### src/rtl/pss_pkg.sv
// ==========================================================
// shared constants and types of the program sequencer
package pss_pkg;
    localparam int          PC_W        = 13;          // counter width
    localparam int          AP_W        = 12;          // address pointer width
    localparam int          RET_DEPTH   = 7;           // physical return entries
    localparam logic [12:0] PC_RESET    = 13'h0000;    // counter after reset
    localparam logic [12:0] PC_LAST     = 13'h1fff;    // last address of a segment
    localparam logic [12:0] PC_ONE      = 13'h0001;    // step of one address
    localparam logic        SEG_RESET   = 1'b0;        // segment 0 after reset
    localparam logic [2:0]  SP_RESET    = 3'h7;        // pointer after reset: empty
    localparam logic [2:0]  SP_NONE     = 3'h7;        // value with no entry behind it
    localparam logic [2:0]  SP_ONE      = 3'h1;        // pointer step
    localparam logic [7:0]  REG_IDX_SP  = 8'h01;       // pointer register index
    localparam logic [7:0]  REG_IDX_SEG = 8'h02;       // segment register index
    localparam logic [31:0] RD_NONE     = 32'h00000000; // unmapped read value

    // operations from the instruction decoder
    typedef enum logic [3:0] {
        PSS_STEP, PSS_SKIP, PSS_JUMP, PSS_JUMP_IND, PSS_CALL, PSS_CALL_IND,
        PSS_SYSCALL, PSS_RET, PSS_RET_SKIP, PSS_RET_INT, PSS_TABLE, PSS_PUSH,
        PSS_POP, PSS_INTR
    } pss_cmd_e;

    // one request of the decoder / interrupt controller
    typedef struct packed {
        pss_cmd_e    op;          // operation
        logic        skip_cond;   // skip condition holds
        logic [12:0] target;      // operand field target
        logic [11:0] addr_ptr;    // address pointer register value
        logic [3:0]  int_pending; // 3 remote, 2 timer 2, 1 vsync, 0 serial
        logic [2:0]  bank;        // current bank bits
        logic [4:0]  psw;         // current program status word
    } pss_cmd_s;

    // saved interrupt context
    typedef struct packed {
        logic [2:0] bank;
        logic [4:0] psw;
    } pss_ctx_s;
endpackage

### src/rtl/pss_sequencer.sv
// Overview of operation
// - 13-bit counter plus separate segment selector
// - ordinary instruction advances counter by one
// - jump or call loads operand target
// - skip advances; true condition nops next
// - counter wraps 1FFFH to 0000H, segment kept
// - interrupt forces segment 0, vector 1..4
// - vectors by priority: 4H,3H,2H,1H
// - both resets clear counter and segment
// - system call, or a return to a saved 1, sets segment to 1
// - 4-bit pointer at 01H, top bit zero
// - pointer 7H has no physical entry
// - push decrements pointer, pop increments it
// - seven 14-bit return entries by pointer
// - call or interrupt stores counter plus one
// - return reloads counter from selected entry
// - table read pushes then pops, pointer unchanged
// - interrupt saves bank and status; return restores
// - context stack shifts; third drops oldest
// - context kept across chip-enable reset
// - return-and-skip nops first returned instruction
// - indirect forms use 12-bit address pointer
//
// Register access over Wishbone was left to the implementer.
`timescale 1ns/100ps
module pss_sequencer (
    input  wire logic             clk_i,
    input  wire logic             rst_i,
    input  wire logic             ce_rst_i,
    input  wire logic             cmd_valid_i,
    input  wire pss_pkg::pss_cmd_s cmd_i,
    output logic                  cmd_ready_o,
    output logic [12:0]           pc_o,
    output logic                  segment_o,
    output logic                  nop_next_o,
    output logic [11:0]           table_addr_o,
    output logic                  table_strobe_o,
    output logic [11:0]           pop_addr_o,
    output logic                  pop_valid_o,
    output pss_pkg::pss_ctx_s     ctx_restore_o,
    output logic                  ctx_restore_valid_o,
    output logic [3:0]            stack_depth_pointer_o,
    input  wire logic             wb_cyc_i,
    input  wire logic             wb_stb_i,
    input  wire logic             wb_we_i,
    input  wire logic [7:0]       wb_adr_i,
    input  wire logic [3:0]       wb_sel_i,
    input  wire logic [31:0]      wb_dat_i,
    output logic [31:0]           wb_dat_o,
    output logic                  wb_ack_o
);
    import pss_pkg::*;

    // ==========================================================
    // state
    typedef enum {PSS_IDLE, PSS_TBL_POP} pss_state_e;

    pss_state_e  state;                  // table read phase
    logic [12:0] pc;                     // program counter
    logic        seg;                    // segment selector
    logic [2:0]  sp;                     // stack depth pointer
    logic [13:0] ret_stack [RET_DEPTH];  // return entries, segment bit on top
    pss_ctx_s    ctx [2];                // interrupt context stack
    logic        skip_nop;               // next instruction is a nop
    logic        ack;                    // bus acknowledge

    // ==========================================================
    // decode
    wire         any_rst   = rst_i | ce_rst_i;          // both resets
    wire         idle      = (state == PSS_IDLE);       // new command possible
    wire         fire      = cmd_valid_i & idle;        // command taken
    wire         tbl_pop   = (state == PSS_TBL_POP);    // second table phase
    wire [12:0]  pc_inc    = pc + PC_ONE;               // wraps inside segment
    wire [13:0]  ret_word  = {seg, pc_inc};             // saved return word
    wire         has_entry = (sp != SP_NONE);           // pointer 7 selects nothing
    wire [13:0]  top_word  = has_entry ? ret_stack[sp] : 14'h0000; // selected entry
    wire [2:0]   sp_dec    = sp - SP_ONE;               // after a push
    wire [2:0]   sp_inc    = sp + SP_ONE;               // after a pop
    wire [12:0]  ap_ext    = {1'b0, cmd_i.addr_ptr};    // 12-bit reach only
    wire         irq_any   = |cmd_i.int_pending;        // a source is pending

    // highest pending source wins, vector is its index plus one
    logic [12:0] vec;
    always_comb begin
        if (cmd_i.int_pending[3]) begin
            vec = 13'h0004;
        end else if (cmd_i.int_pending[2]) begin
            vec = 13'h0003;
        end else if (cmd_i.int_pending[1]) begin
            vec = 13'h0002;
        end else begin
            vec = 13'h0001;
        end
    end

    // ==========================================================
    // next-state of counter, segment and pointer
    logic [12:0] next_pc;
    logic        next_seg;
    logic [2:0]  next_sp;
    logic        push;                   // write an entry
    logic [13:0] push_word;              // entry to write
    logic        next_skip;
    pss_state_e  next_state;

    always_comb begin
        next_pc    = pc;
        next_seg   = seg;
        next_sp    = sp;
        push       = 1'b0;
        push_word  = ret_word;
        next_skip  = skip_nop;
        next_state = state;
        if (tbl_pop) begin
            // give the borrowed level back, resume after the table read
            next_sp    = sp_inc;
            next_pc    = top_word[12:0];
            next_seg   = top_word[13];
            next_state = PSS_IDLE;
        end else if (fire) begin
            next_skip = 1'b0;
            case (cmd_i.op)
                PSS_STEP: begin
                    next_pc = pc_inc;
                end
                PSS_SKIP: begin
                    next_pc   = pc_inc;
                    next_skip = cmd_i.skip_cond;
                end
                PSS_JUMP: begin
                    next_pc = cmd_i.target;
                end
                PSS_JUMP_IND: begin
                    next_pc = ap_ext;
                end
                PSS_CALL, PSS_CALL_IND: begin
                    push    = 1'b1;
                    next_sp = sp_dec;
                    next_pc = (cmd_i.op == PSS_CALL) ? cmd_i.target : ap_ext;
                end
                PSS_SYSCALL: begin
                    push     = 1'b1;
                    next_sp  = sp_dec;
                    next_pc  = cmd_i.target;
                    next_seg = 1'b1;
                end
                PSS_RET, PSS_RET_SKIP, PSS_RET_INT: begin
                    next_pc   = top_word[12:0];
                    next_seg  = top_word[13];
                    next_sp   = sp_inc;
                    next_skip = (cmd_i.op == PSS_RET_SKIP);
                end
                PSS_TABLE: begin
                    push       = 1'b1;
                    next_sp    = sp_dec;
                    next_state = PSS_TBL_POP;
                end
                PSS_PUSH: begin
                    push      = 1'b1;
                    push_word = {1'b0, ap_ext};
                    next_sp   = sp_dec;
                    next_pc   = pc_inc;
                end
                PSS_POP: begin
                    next_sp = sp_inc;
                    next_pc = pc_inc;
                end
                PSS_INTR: begin
                    if (irq_any) begin
                        push     = 1'b1;
                        next_sp  = sp_dec;
                        next_pc  = vec;
                        next_seg = 1'b0;
                    end
                end
                default: begin
                    next_pc = pc_inc;
                end
            endcase
        end
    end

    // ==========================================================
    // counter, segment, skip flag and phase
    always_ff @(posedge clk_i) begin
        if (any_rst) begin
            pc       <= PC_RESET;
            seg      <= SEG_RESET;
            skip_nop <= 1'b0;
            state    <= PSS_IDLE;
        end else begin
            pc       <= next_pc;
            seg      <= next_seg;
            skip_nop <= next_skip;
            state    <= next_state;
        end
    end

    // bus write of the pointer, lower priority than the sequencer
    wire sp_sel  = (wb_adr_i == {REG_IDX_SP[5:0], 2'b00});
    wire seg_sel = (wb_adr_i == {REG_IDX_SEG[5:0], 2'b00});
    wire bus_req = wb_cyc_i & wb_stb_i & ~ack;
    wire sp_wr   = bus_req & wb_we_i & sp_sel & wb_sel_i[0];
    wire seq_sp  = tbl_pop | fire;

    // pointer register
    always_ff @(posedge clk_i) begin
        if (any_rst) begin
            sp <= SP_RESET;
        end else if (seq_sp) begin
            sp <= next_sp;
        end else if (sp_wr) begin
            sp <= wb_dat_i[2:0];
        end
    end

    // ==========================================================
    // return entries, one per pointer value 0..6
    genvar gi;
    generate
        for (gi = 0; gi < RET_DEPTH; gi++) begin : g_ret
            always_ff @(posedge clk_i) begin
                if (push && !any_rst && next_sp == 3'(gi)) begin
                    ret_stack[gi] <= push_word;
                end
            end
        end
    endgenerate

    // ==========================================================
    // interrupt context, no reset so it survives chip-enable reset
    wire ctx_save = fire & (cmd_i.op == PSS_INTR) & irq_any & ~any_rst;
    wire ctx_back = fire & (cmd_i.op == PSS_RET_INT) & ~any_rst;

    always_ff @(posedge clk_i) begin
        if (ctx_save) begin
            ctx[1] <= ctx[0];
            ctx[0] <= '{bank: cmd_i.bank, psw: cmd_i.psw};
        end else if (ctx_back) begin
            ctx[0] <= ctx[1];
        end
    end

    // ==========================================================
    // side outputs: restore, table fetch, popped pointer
    always_ff @(posedge clk_i) begin
        if (any_rst) begin
            ctx_restore_o       <= '0;
            ctx_restore_valid_o <= 1'b0;
            table_addr_o        <= '0;
            table_strobe_o      <= 1'b0;
            pop_addr_o          <= '0;
            pop_valid_o         <= 1'b0;
        end else begin
            ctx_restore_valid_o <= ctx_back;
            if (ctx_back) begin
                ctx_restore_o <= ctx[0];
            end
            table_strobe_o <= fire & (cmd_i.op == PSS_TABLE);
            if (fire && cmd_i.op == PSS_TABLE) begin
                table_addr_o <= cmd_i.addr_ptr;
            end
            pop_valid_o <= fire & (cmd_i.op == PSS_POP);
            if (fire && cmd_i.op == PSS_POP) begin
                pop_addr_o <= top_word[11:0];
            end
        end
    end

    // ==========================================================
    // wishbone slave: one wait state, reads of unmapped give zero
    wire [31:0] rd_mux = sp_sel  ? {28'h0000000, 1'b0, sp} :
                         seg_sel ? {31'h00000000, seg} : RD_NONE;

    always_ff @(posedge clk_i) begin
        if (rst_i) begin
            ack      <= 1'b0;
            wb_dat_o <= '0;
        end else begin
            ack <= bus_req;
            if (bus_req) begin
                wb_dat_o <= rd_mux;
            end
        end
    end

    assign wb_ack_o              = ack;
    assign cmd_ready_o           = idle;
    assign pc_o                  = pc;
    assign segment_o             = seg;
    assign nop_next_o            = skip_nop;
    assign stack_depth_pointer_o = {1'b0, sp};

    wire f_step = fire & (cmd_i.op == PSS_STEP);
    wire f_tbl  = fire & (cmd_i.op == PSS_TABLE);
endmodule

### config.mk
export PLATFORM = sky130hd
export DESIGN_NAME = pss_sequencer
export DESIGN_NICKNAME = d
export VERILOG_FILES = /design/src/rtl/pss_pkg.sv /design/src/rtl/pss_sequencer.sv
export SDC_FILE = /design/constraint.sdc
export NUM_CORES = 1
export LEC_CHECK = 0
export BUFFER_PORTS_ARGS = -buffer_cell sky130_fd_sc_hd__buf_4
export CAP_MARGIN = 5
export CELL_PAD_IN_SITES_DETAIL_PLACEMENT = 1
export CELL_PAD_IN_SITES_GLOBAL_PLACEMENT = 1
export CORE_ASPECT_RATIO = 1.4
export CORE_MARGIN = 3
export CORE_UTILIZATION = 39
export CTS_CLUSTER_DIAMETER = 200
export CTS_CLUSTER_SIZE = 40
export DETAILED_ROUTE_END_ITERATION = 10
export PLACE_DENSITY = 0.77
export SYNTH_ARGS = -nofsm -noshare
export SYNTH_HDL_FRONTEND = slang
export SYNTH_SLANG_ARGS = --single-unit
### constraint.sdc
create_clock -name clk_i -period 2.6 [get_ports clk_i]
set_clock_uncertainty 0.2 [all_clocks]
set_input_delay 0 -clock clk_i [delete_from_list [all_inputs] [get_ports clk_i]]
set_output_delay 0 -clock clk_i [all_outputs]
set_load 0.01 [all_outputs]
# Word-level counts from Yosys, hierarchy flattened
# Memory sizes are Yosys's and may differ from the RTL's. A register that Yosys moved wholly into a read port is not among the register bits.
# Cells that the tools add are included.
# word_totals
regBits	87
ram_bits	114
out_inout_bits	88
wordCells	164
n_memories	2
# memory_table
name	words	width	read_ports	rd_ports_with_merged_regs	wr	line_no	source
ret_stack	7	14	1	1	1	pss_sequencer.sv:62	logic [13:0] ret_stack [RET_DEPTH];
ctx	2	8	2	0	2	pss_sequencer.sv:63	pss_ctx_s ctx [2];
# op_classes
n_addsub	3
n_eq_ne	24
n_mux	69
bitwise_logic	19
n_reduce_logical	33
# op_table
operator	n
$mux 14	10
$reduce_or 14->1	6
$pmux 13 s6	1
$mux 13	4
$mux 3	15
$logic_not 32->1	1
$mux 1	32
$eq 4x4->1 const B	6
$eq 4x3->1 const B	4
$add 13x1->13 const B	1
$and 1x1->1	13
$logic_and 1x1->1	10
$eq 3x3->1 const B	3
$pmux 3 s3	1
$eq 4x2->1 const B	2
$eq 8x3->1 const B	1
$eq 8x4->1 const B	1
$mux 8	1
$reduce_or 4->1	2
$eq 3x2->1 const B	2
$ne 3x3->1 const B	2
$reduce_and 3->1	2
$reduce_or 2->1	3
$reduce_or 5->1	1
other kinds (16)	24

# Depth between registers and ports, before layout
# Gate-level depths: netlist of run 1.
# logic_depth
depth_word	16
ltp_mapped	8
depth_no_buf	6

# Worst setup path before layout of run 1
# OpenSTA, ideal clock, no wires.
# synth_path
path_type	reg-to-reg
from	register sp[1]
to	memory ret_stack[6][0] (enable)
setup_time_ps	403
t_arrival_ps	2230
required_time_ps	1997
path_slack_ps	-233
stages_incl_launch_ff	6
path_cell_list	dfxtp_1 > ha_1 > ha_1 > inv_1 > o211a_2 > nor3_1
# synth_between
elab_chain_cells	16
elab_cells_between_ends	52
# synth_lines
element	line_no	source
start, declared	pss_sequencer.sv:61	logic [2:0] sp;
start signal, assigned	pss_sequencer.sv:211	sp <= next_sp;
start signal, assigned	pss_sequencer.sv:213	sp <= wb_dat_i[2:0];
$sub 3x1->3	pss_sequencer.sv:77	wire [2:0] sp_dec = sp - SP_ONE;
$mux 3	pss_sequencer.sv:169	if (irq_any) begin
$pmux 3 s3	pss_sequencer.sv:122	case (cmd_i.op)
$mux 3	pss_sequencer.sv:120	end else if (fire) begin
$mux 3 *	pss_sequencer.sv:114	if (tbl_pop) begin
$eq 3x1->1	pss_sequencer.sv:223	if (push && !any_rst && next_sp == 3'(gi)) begin
$logic_and 1x1->1	pss_sequencer.sv:223	
$mux 1	pss_sequencer.sv:223	
$mux 1 (implied by the code)	pss_sequencer.sv:224	ret_stack[gi] <= push_word;
$reduce_or 14->1 (no line)	n/a	
$mux 3 (no line) / $mux 1 (equally long branches) (6 in series)	n/a	
end, declared	pss_sequencer.sv:62	
# Every way passes the cells marked *; elsewhere a longest branch is shown, timed or not.

==> results.cfg, run 1 <==
[layout]
fin_area_um2 = 10550
antennaDiodeCount = 0
nFillCells = 2205
final_layout_size_suffix_gt1_frac = 0.2253
final_nets = 994
syn_to_final_growth_pct = 28.13

[drt]
wl_met1_mm = 9.820
wl_mm = 24.80
vias = 6651
highest_layer = met4
wl_met2_mm = 13.27
ant_nets = 0
vias_per_cell = 5.704
drt_iter0_markers = 438
drc = 0
drtPass1Iterations = 6
post_drt_wl_per_cell_um = 21.27
wl_met3_mm = 1.163

[pwr]
p_leak_nw = 4.165
p_clk_frac = 0.424
total_power_mw = 6.216
power_frac_seq = 0.481
switching_share = 0.2571
ir_worst_vdd_v = 0.0004504
p_sw_mw = 1.598
power_frac_comb = 0.095
p_int_mw = 4.617
cellPowerDensity_nw_per_um2 = 589.3

[clocking]
numCtsBuffers = 17
cts_tree = built
cts_buffer_depth = 2
root_buffer = clkbuf_16
clk_pin_slew_ns = 0.07
cts_setup_buffers = 0
clock_latency_ns = 0.44
clock-sinks = 175
h-tree-depth = 4

[critical_path]
path_max_fanout = 13
critPathMaxStageDelay_ns = 0.95
path_buf_inv = 0
crit_chain = nor2_1 -> a221oi_1 -> nand2_1 -> o221ai_1 -> a22o_1
r2r_setup_slack_ns = 0.16
start_kind = flop
setup.worst_path.class = reg -> reg
ff2ff_path_depth = 5
required_ns = 2.73
r2r_end = pc_o[8]
cp_slowest_cell = nor2_1
cp_top_family = simple AND/OR/NAND/NOR gates
arrival_ns = 2.57
end_kind = flop
cp.depth = 5

[placed_design]
dpl.hpwl_mm = 16.15
place.gp.congestion = 0.8279
port_buffers = 118
placed_area_um2 = 9388

[floorplanning]
core_area_um2 = 20630
rows = 62
fp.dieH_um = 177.9
ios = 181
die_width_um = 128.8
dieArea_um2 = 22910
start_util = 0.3989

[global_route]
grt_antenna_before_repair = 0
track_usage = 0.2198
grt_max_degree = 56
grt_pass1_vias = 6952
grt_overflow_total = 0
grt_pass1_wl_mm = 39.10

[synth]
ys_warn_count = 0
ys_types = 75
synth.most_common_cell = edfxtp_1
yosys.area.top_type = edfxtp_1
synth_area_per_cell_um2 = 11.31
synth.top_cells.by_area = edfxtp_1 (42%), dfxtp_1 (15%), mux2i_1 (5.5%)
synthCells = 728
synth_flop_cell = edfxtp_1
yosys-top-cells-count = edfxtp_1 (114), nand2_1 (92), dfxtp_1 (61)
ys_seq_elements = 175
yosysSeqAreaShare = 0.5642
async_reset_ff_frac = 0
synth_area_um2 = 8232
synth_edf_count = 114
synth_top_area_share = 0.4159

[timing]
relSlewSlack = 0.1532
hold_ws_ns = 0.04149
hold_viol = 0
rsz0062_at_grt = false
min_period_ns = 2.437
drv_slew = 0
min_period_over_period = 0.9373
setup_viol = 0
fmax_mhz = 410.3
tightest_slew_ns = 1.266

[worst_hold_path]
hold_end = segment_o
hp-class = in -> reg
whs_path_depth = 5
hp-start = cmd_i[8]

[run_status]
status = completed

[flow_run]
maxCapViolCount = 0
power groups by stage:
stage               logic [mW]  clock network (mW)  registers (mW)
floorplan                0.335                   0            3.05
global placement         0.497                   0            3.05
detailed placement       0.509                   0            3.05
CTS                      0.576                2.66            2.99
global route             0.637                2.78            2.99
finish                   0.589                2.63            2.99
logic make-up after synthesis:
kind of cell,after synthesis,synth area share
simple gates,234,0.1411
flops,175,0.5642
fa+ha+maj,4,0.006080
buf+inv,86,0.06049
mux,47,0.05882
xor+xnor,12,0.01277
compound gates,169,0.1561
other cells,1,0.0004556
layer usage:
metal | GRT usage | up-vias
met3 | 0.04095 | 49
met4 | 0.07443 | 0
met2 | 0.3951 | 226
met5 | 0 | -
met1 | 0.2609 | 3361
li1 | - | 3015
how the worst max path moves through the flow:
| stage | from | end | slack, ns |
|---|---|---|---|
| 3_3_place_gp | flop | pc_o[3] | 0.28 |
| 6_report | flop | pc_o[8] | 0.16 |
| 2_1_floorplan | sp[1] | ret_stack[6][0] | -0.23 |
| 5_1_grt | cmd_i[41] | ret_stack[1][7] | 0.02 |
| 4_1_cts | flop | pc_o[8] | 0.17 |
| 3_5_place_dp | flop | pc_o[4] | 0.18 |
placed cells by master, fill, tap and decap left out, drive strengths merged, types with 17 or more instances in the layout:
master,instances
buf,144
a21oi,44
conb,30
nand2,92
dlygate4sd3,55
nand3,31
clkbuf,17
mux2i,45
dfxtp,61
nor2,37
edfxtp,114
a221oi,22
worst register-to-register path: stages (launching register included):
cell	delay [ns]
dfxtp_1	0.32
nor2_1	0.95
a221oi_1	0.29
nand2_1	0.24
o221ai_1	0.14
a22o_1	0.20
repair_timing:
| item | in CTS | in global routing |
|---|---|---|
| hold endpoints to repair | 140 | 0 |
| resized for setup | 0 | 0 |
| hold buffers | 55 | 0 |
registers in the layout (all words and copies together) (netlist names), named ones only:
name                 cells
sp                       3
segment_o                1
pop_addr_o              12
table_addr_o            12
ret_stack               98
state                    1
ctx                     16
ctx_restore_o            8
wb_dat_o                 3
pc_o                    13
table_strobe_o           1
pop_valid_o              1
nop_next_o               1
ctx_restore_valid_o      1
wb_ack_o                 1
cell type report:
cell class	instances	area [um2]	area share
Clock buffer	17	425.4	0.04033
Clock inverter	15	183.9	0.01744
Inverter	8	30.03	0.002847
Multi-Input combinational cell	496	3236	0.3068
Sequential cell	175	4646	0.4405
Tap cell	256	320.3	0.03037
Timing Repair Buffer	199	1707	0.1618
metrics by stage:
stage	setup slack, ns	cells	TNS [ns]	utilization
after global placement	0.2760	1079	0	0.4549
after CTS	0.1735	1166	0	0.5112
after detailed placement	0.1792	1079	0	0.4549
after floorplan	-0.2326	757	-15.68	-
final	0.1629	1166	0	0.5112
after global routing	0.01564	1166	0	0.5112
No activity file was read; power rests on OpenSTA's default activity.
==> inputs of run 2 (changes only) <==
--- a/config.mk
+++ b/config.mk
@@ -11,11 +11,11 @@
 export CELL_PAD_IN_SITES_GLOBAL_PLACEMENT = 1
 export CORE_ASPECT_RATIO = 1.4
 export CORE_MARGIN = 3
-export CORE_UTILIZATION = 39
+export CORE_UTILIZATION = 46
 export CTS_CLUSTER_DIAMETER = 200
 export CTS_CLUSTER_SIZE = 40
 export DETAILED_ROUTE_END_ITERATION = 10
-export PLACE_DENSITY = 0.77
+export PLACE_DENSITY = 0.85
 export SYNTH_ARGS = -nofsm -noshare
 export SYNTH_HDL_FRONTEND = slang
 export SYNTH_SLANG_ARGS = --single-unit
==> constraint.sdc (replaced) <==
create_clock -name clk_i -period 2.95 [get_ports clk_i]
set_clock_uncertainty 0.2 [all_clocks]
set_input_delay 0 -clock clk_i [delete_from_list [all_inputs] [get_ports clk_i]]
set_output_delay 0 -clock clk_i [all_outputs]
set_load 0.01 [all_outputs]
==> results.cfg, run 2 (synthesized netlist as in run 1, its figures left out) <==
[global_route]
track_usage = 0.3274
grt_pass1_vias = 8023
grt_pass1_wl_mm = 48.58
grt_max_degree = 33
grt_overflow_total = 0
grt_antenna_before_repair = 2

[drt]
vias_per_cell = 6.447
drc = 0
vias = 7440
drtPass1Iterations = 5
ant_nets = 0
drt_iter0_markers = 680
wl_mm = 32.27
post_drt_wl_per_cell_um = 27.96

[worst_hold_path]
hp-start = cmd_i[9]
whs_path_depth = 5
hp-class = in -> reg
hold_end = pc_o[1]

[critical_path]
cp_slowest_cell = dlygate4sd3_1
ff2ff_path_depth = 7
required_ns = 3.09
start_kind = flop
cp_top_family = adder cells
path_max_fanout = 14
r2r_end = pc_o[4]
setup.worst_path.class = reg -> reg
crit_chain = ha_1 -> ha_2 -> a221oi_1 -> nand2_1 -> o221ai_1 -> dlygate4sd3_1 -> a22o_1
timing.rr.start = sp[1]
r2r_setup_slack_ns = 0.13
path_buf_inv = 1
critPathMaxStageDelay_ns = 0.59
arrival_ns = 2.96
crit_start = sp[1]
end_kind = flop

[placed_design]
place.gp.congestion = 0.8429
dp_slack_ns = 0.4113
port_buffers = 118
dpl.hpwl_mm = 18.12

[timing]
rsz0062_at_grt = false
fmax_mhz = 354.2
hold_viol = 0
setup_viol = 0
hold_ws_ns = 0.1102
min_period_ns = 2.824
setup_tns_ns = 0
min_period_over_period = 0.9571
drv_slew = 0
relSlewSlack = 0.2313
tightest_slew_ns = 1.146
layout_setup_ws_ns = 0.1265

[pwr]
ir_worst_vdd_v = 0.0003399
cellPowerDensity_nw_per_um2 = 517.7
total_power_mw = 5.447
p_leak_nw = 4.156

[clocking]
clock_latency_ns = 0.45
root_buffer = clkbuf_16
numCtsBuffers = 17
cts_buffer_depth = 2
clk_pin_slew_ns = 0.07
h-tree-depth = 4
clock-sinks = 175
cts_tree = built

[floorplanning]
ios = 181
start_util = 0.4711
rows = 57
fp.dieH_um = 164.3
dieArea_um2 = 19560
die_width_um = 119.1
core_area_um2 = 17470

[layout]
syn_to_final_growth_pct = 27.83
fin_util = 0.6022
final_common_cell = buf_4
largest_register = ret_stack
final_nets = 1000
final_cell_mix = buf_4 (143), edfxtp_1 (114), nand2_1 (92)
final_layout_size_suffix_gt1_frac = 0.2293
largest_reg_flops = 98

[flow_run]
maxCapViolCount = 0

[run_status]
status = completed
## run 2: worst max-delay path by stage
| stage | end | slack, ns | cells past startpoint |
|---|---|---|---|
| after global placement | ctx[0][5] | 0.54 | 7 |
| after detailed placement | ret_stack[3][9] | 0.41 | 6 |
| after CTS | pc_o[4] | 0.03 | 7 |
| after floorplan | ret_stack[6][0] | 0.12 | 5 |
| final | pc_o[4] | 0.13 | 7 |
| after global routing | ctx[0][4] | 0.05 | 7 |
## run 2: metal layers
metal,routed length [um],vias to the layer above,share of wire,track usage
li1,-,3037,-,-
met1,11310,3677,0.35,0.3625
met2,16380,557,0.51,0.5727
met3,2616,169,0.081,0.08267
met4,1971,0,0.061,0.1834
met5,0,-,0,0
## run 2: tightest hold or removal path: stages
cell      delay, ns
buf_4          0.10
nor2_1         0.08
o221ai_1       0.22
a21oi_1        0.06
o32ai_1        0.25
## run 2: power by group
part           switching [mW]  total (mW)  internal [mW]  leakage [nW]
logic                   0.332       0.563          0.231          2.38
clock network            1.12        2.24           1.12         0.275
registers              0.0301        2.65           2.62          1.50
total                    1.48        5.45           3.97          4.16
## run 2: area by class of cell
cell class,instances,area [um2]
fillers,1799,6950
flip-flops and latches,175,4648
multi-input cells,496,3271
repair buffers,205,1704
clock buffers,17,425.4
well taps,236,295.3
clock inverters,15,143.9
inverters,8,30.03
diodes,2,5.005
## run 2: timing repair
action                     CTS  global route
setup endpoints to repair    0             4
hold buffers                62             0
hold endpoints to repair   139             0
gates resized for setup      0             8
buffers inserted             0             0
## run 2: metrics by stage
step | instances | instance area, um2
after floorplan | 757 | 8341
after global placement | 1059 | 9305
after detailed placement | 1059 | 9305
after CTS | 1153 | 10500
after global routing | 1154 | 10520
final | 1154 | 10520
==> inputs of run 3 (changes only) <==
--- a/config.mk
+++ b/config.mk
@@ -7,15 +7,15 @@
 export LEC_CHECK = 0
 export BUFFER_PORTS_ARGS = -buffer_cell sky130_fd_sc_hd__buf_4
 export CAP_MARGIN = 5
-export CELL_PAD_IN_SITES_DETAIL_PLACEMENT = 1
-export CELL_PAD_IN_SITES_GLOBAL_PLACEMENT = 1
+export CELL_PAD_IN_SITES_DETAIL_PLACEMENT = 0
+export CELL_PAD_IN_SITES_GLOBAL_PLACEMENT = 2
 export CORE_ASPECT_RATIO = 1.4
 export CORE_MARGIN = 3
-export CORE_UTILIZATION = 46
+export CORE_UTILIZATION = 35
 export CTS_CLUSTER_DIAMETER = 200
 export CTS_CLUSTER_SIZE = 40
 export DETAILED_ROUTE_END_ITERATION = 10
-export PLACE_DENSITY = 0.85
+export PLACE_DENSITY = 0.8
 export SYNTH_ARGS = -nofsm -noshare
 export SYNTH_HDL_FRONTEND = slang
 export SYNTH_SLANG_ARGS = --single-unit
==> constraint.sdc (replaced) <==
create_clock -name clk_i -period 3 [get_ports clk_i]
set_clock_uncertainty 0.2 [all_clocks]
set_input_delay 0 -clock clk_i [delete_from_list [all_inputs] [get_ports clk_i]]
set_output_delay 0 -clock clk_i [all_outputs]
set_load 0.01 [all_outputs]
==> results.cfg, run 3 (synthesized netlist as in run 1, its figures left out) <==
[run_status]
status = completed

[placed_design]
dpl.hpwl_mm = 15.83
place.gp.congestion = 0.7657
port_buffers = 118
dp_slack_ns = 0.6963

[critical_path]
r2r_end = pc_o[12]
critPathMaxStageDelay_ns = 0.60
start_kind = input pin
path_max_fanout = 4
crit_path_frequent_cell = dlygate4sd3_1
crit_chain = dlygate4sd3_1 -> buf_4 -> nor4_1 -> dlygate4sd3_1 -> and4_1 -> a31oi_1 -> a2111oi_1 -> o31ai_1 -> dlygate4sd3_1
cp_slowest_cell = dlygate4sd3_1
r2r_setup_slack_ns = 0.25
required_ns = 3.11
timing.rr.start = sp[1]
arrival_ns = 2.96
setup.worst_path.class = in -> reg
ff2ff_path_depth = 8
end_kind = flop

[global_route]
grt_pass1_vias = 6258
track_usage = 0.1783
grt_pass1_wl_mm = 35.24
grt_max_degree = 56
grt_overflow_total = 0
grt_antenna_before_repair = 0

[timing]
rsz0062_at_grt = false
setup_tns_ns = 0
setup_viol = 0
relSlewSlack = 0.4959
tightest_slew_ns = 0.7562
min_period_over_period = 0.9477
drv_slew = 0
fmax_mhz = 351.7
layout_setup_ws_ns = 0.1569
hold_viol = 0
min_period_ns = 2.843

[floorplanning]
dieArea_um2 = 25420
fp.dieH_um = 187.5
ios = 181
die_width_um = 135.6
start_util = 0.3602
rows = 65
core_area_um2 = 22850

[clocking]
clock_latency_ns = 0.44
h-tree-depth = 4
clock-sinks = 175
cts_tree = built
cts_setup_buffers = 0
numCtsBuffers = 17
cts_buffer_depth = 2
clk_pin_slew_ns = 0.07
root_buffer = clkbuf_16

[drt]
wl_mm = 22.55
drt_iter0_markers = 385
drc = 0
drtPass1Iterations = 5
vias_per_cell = 5.148
vias = 6276
post_drt_wl_per_cell_um = 18.50
ant_nets = 0

[layout]
final_cell_mix = buf_4 (144), edfxtp_1 (114), nand2_1 (92)
final_nets = 1002
largest_register = ret_stack
antennaDiodeCount = 0
final_common_cell = buf_4
syn_to_final_growth_pct = 28.64
largest_reg_flops = 98
final_layout_size_suffix_gt1_frac = 0.2222

[worst_hold_path]
hold_end = pc_o[1]
whs_path_depth = 5
hp-class = in -> reg
hp-start = cmd_i[11]

[pwr]
total_power_mw = 5.246
ir_worst_vdd_v = 0.0003383
cellPowerDensity_nw_per_um2 = 495.4
p_leak_nw = 4.161

[flow_run]
maxCapViolCount = 0
## run 3: cell count changes in the layout (fill, tap and decap cells not counted), sizes merged
cell / before / now
dlygate4sd3: 61 / 62
clkbuf: 17 / 18
diode: 2 / 0
clkinvlp: 2 / 3
buf: 144 / 145
inv: 16 / 14
## run 3: worst max-delay path: cells and delay by family
kind | cells | cell delay [ns]
buffers and inverters | 4 | 1.87
AO/OA/AOI/OAI | 3 | 0.60
AND/OR/NAND/NOR | 2 | 0.48
## run 3: worst max path at each step
| stage | startpoint | end | slack (ns) | cells after the start |
|---|---|---|---|---|
| global placement | sp[1] | pc_o[12] | 0.69 | 7 |
| global route | wb_adr_i[4] | sp[0] | 0.01 | 9 |
| detailed placement | pc_o[1] | ret_stack[6][6] | 0.70 | 5 |
| CTS | wb_adr_i[4] | flop | 0.18 | 9 |
| finish | wb_adr_i[4] | sp[0] | 0.16 | 9 |
| floorplan | sp[1] | ret_stack[6][0] | 0.17 | 5 |
## run 3: layout make-up
type,count,area [um2]
Clock buffer,18,429.2
Clock inverter,14,148.9
Tap cell,301,376.6
Timing Repair Buffer,207,1722
Fill cell,2097,12260
Multi-Input combinational cell,496,3237
Inverter,8,30.03
Sequential cell,175,4646
## run 3: through the flow
step                cells  hold slack (ns)  area [um2]    util
finish               1219          0.01735       10590  0.4633
global route         1219          0.03611       10590  0.4633
CTS                  1219         0.006017       10590  0.4633
detailed placement   1125          0.01710        9389  0.4108
global placement     1125          0.01356        9389  0.4108
floorplan             757          -0.1309        8341       -
## run 3: what timing repair did
action / CTS / global route
hold buffers: 62 / 0
resized for setup: 0 / 1
setup endpoints to repair: 0 / 2
endpoints found under the hold margin: 139 / 0
## run 3: metal layers
layer  vias to the layer above  global-route usage  share of wire
li1                       3030                   -              -
met5                         -                   0              0
met4                         0             0.05043          0.016
met2                       152              0.3115           0.51
met1                      3069              0.2234           0.43
met3                        25             0.03391          0.043
## run 3: report_power, final
part           total, mW  switching (mW)  internal [mW]
clock               2.15            1.04           1.11
sequential          2.59          0.0205           2.57
combinational      0.500           0.270          0.229
total               5.25            1.33           3.91
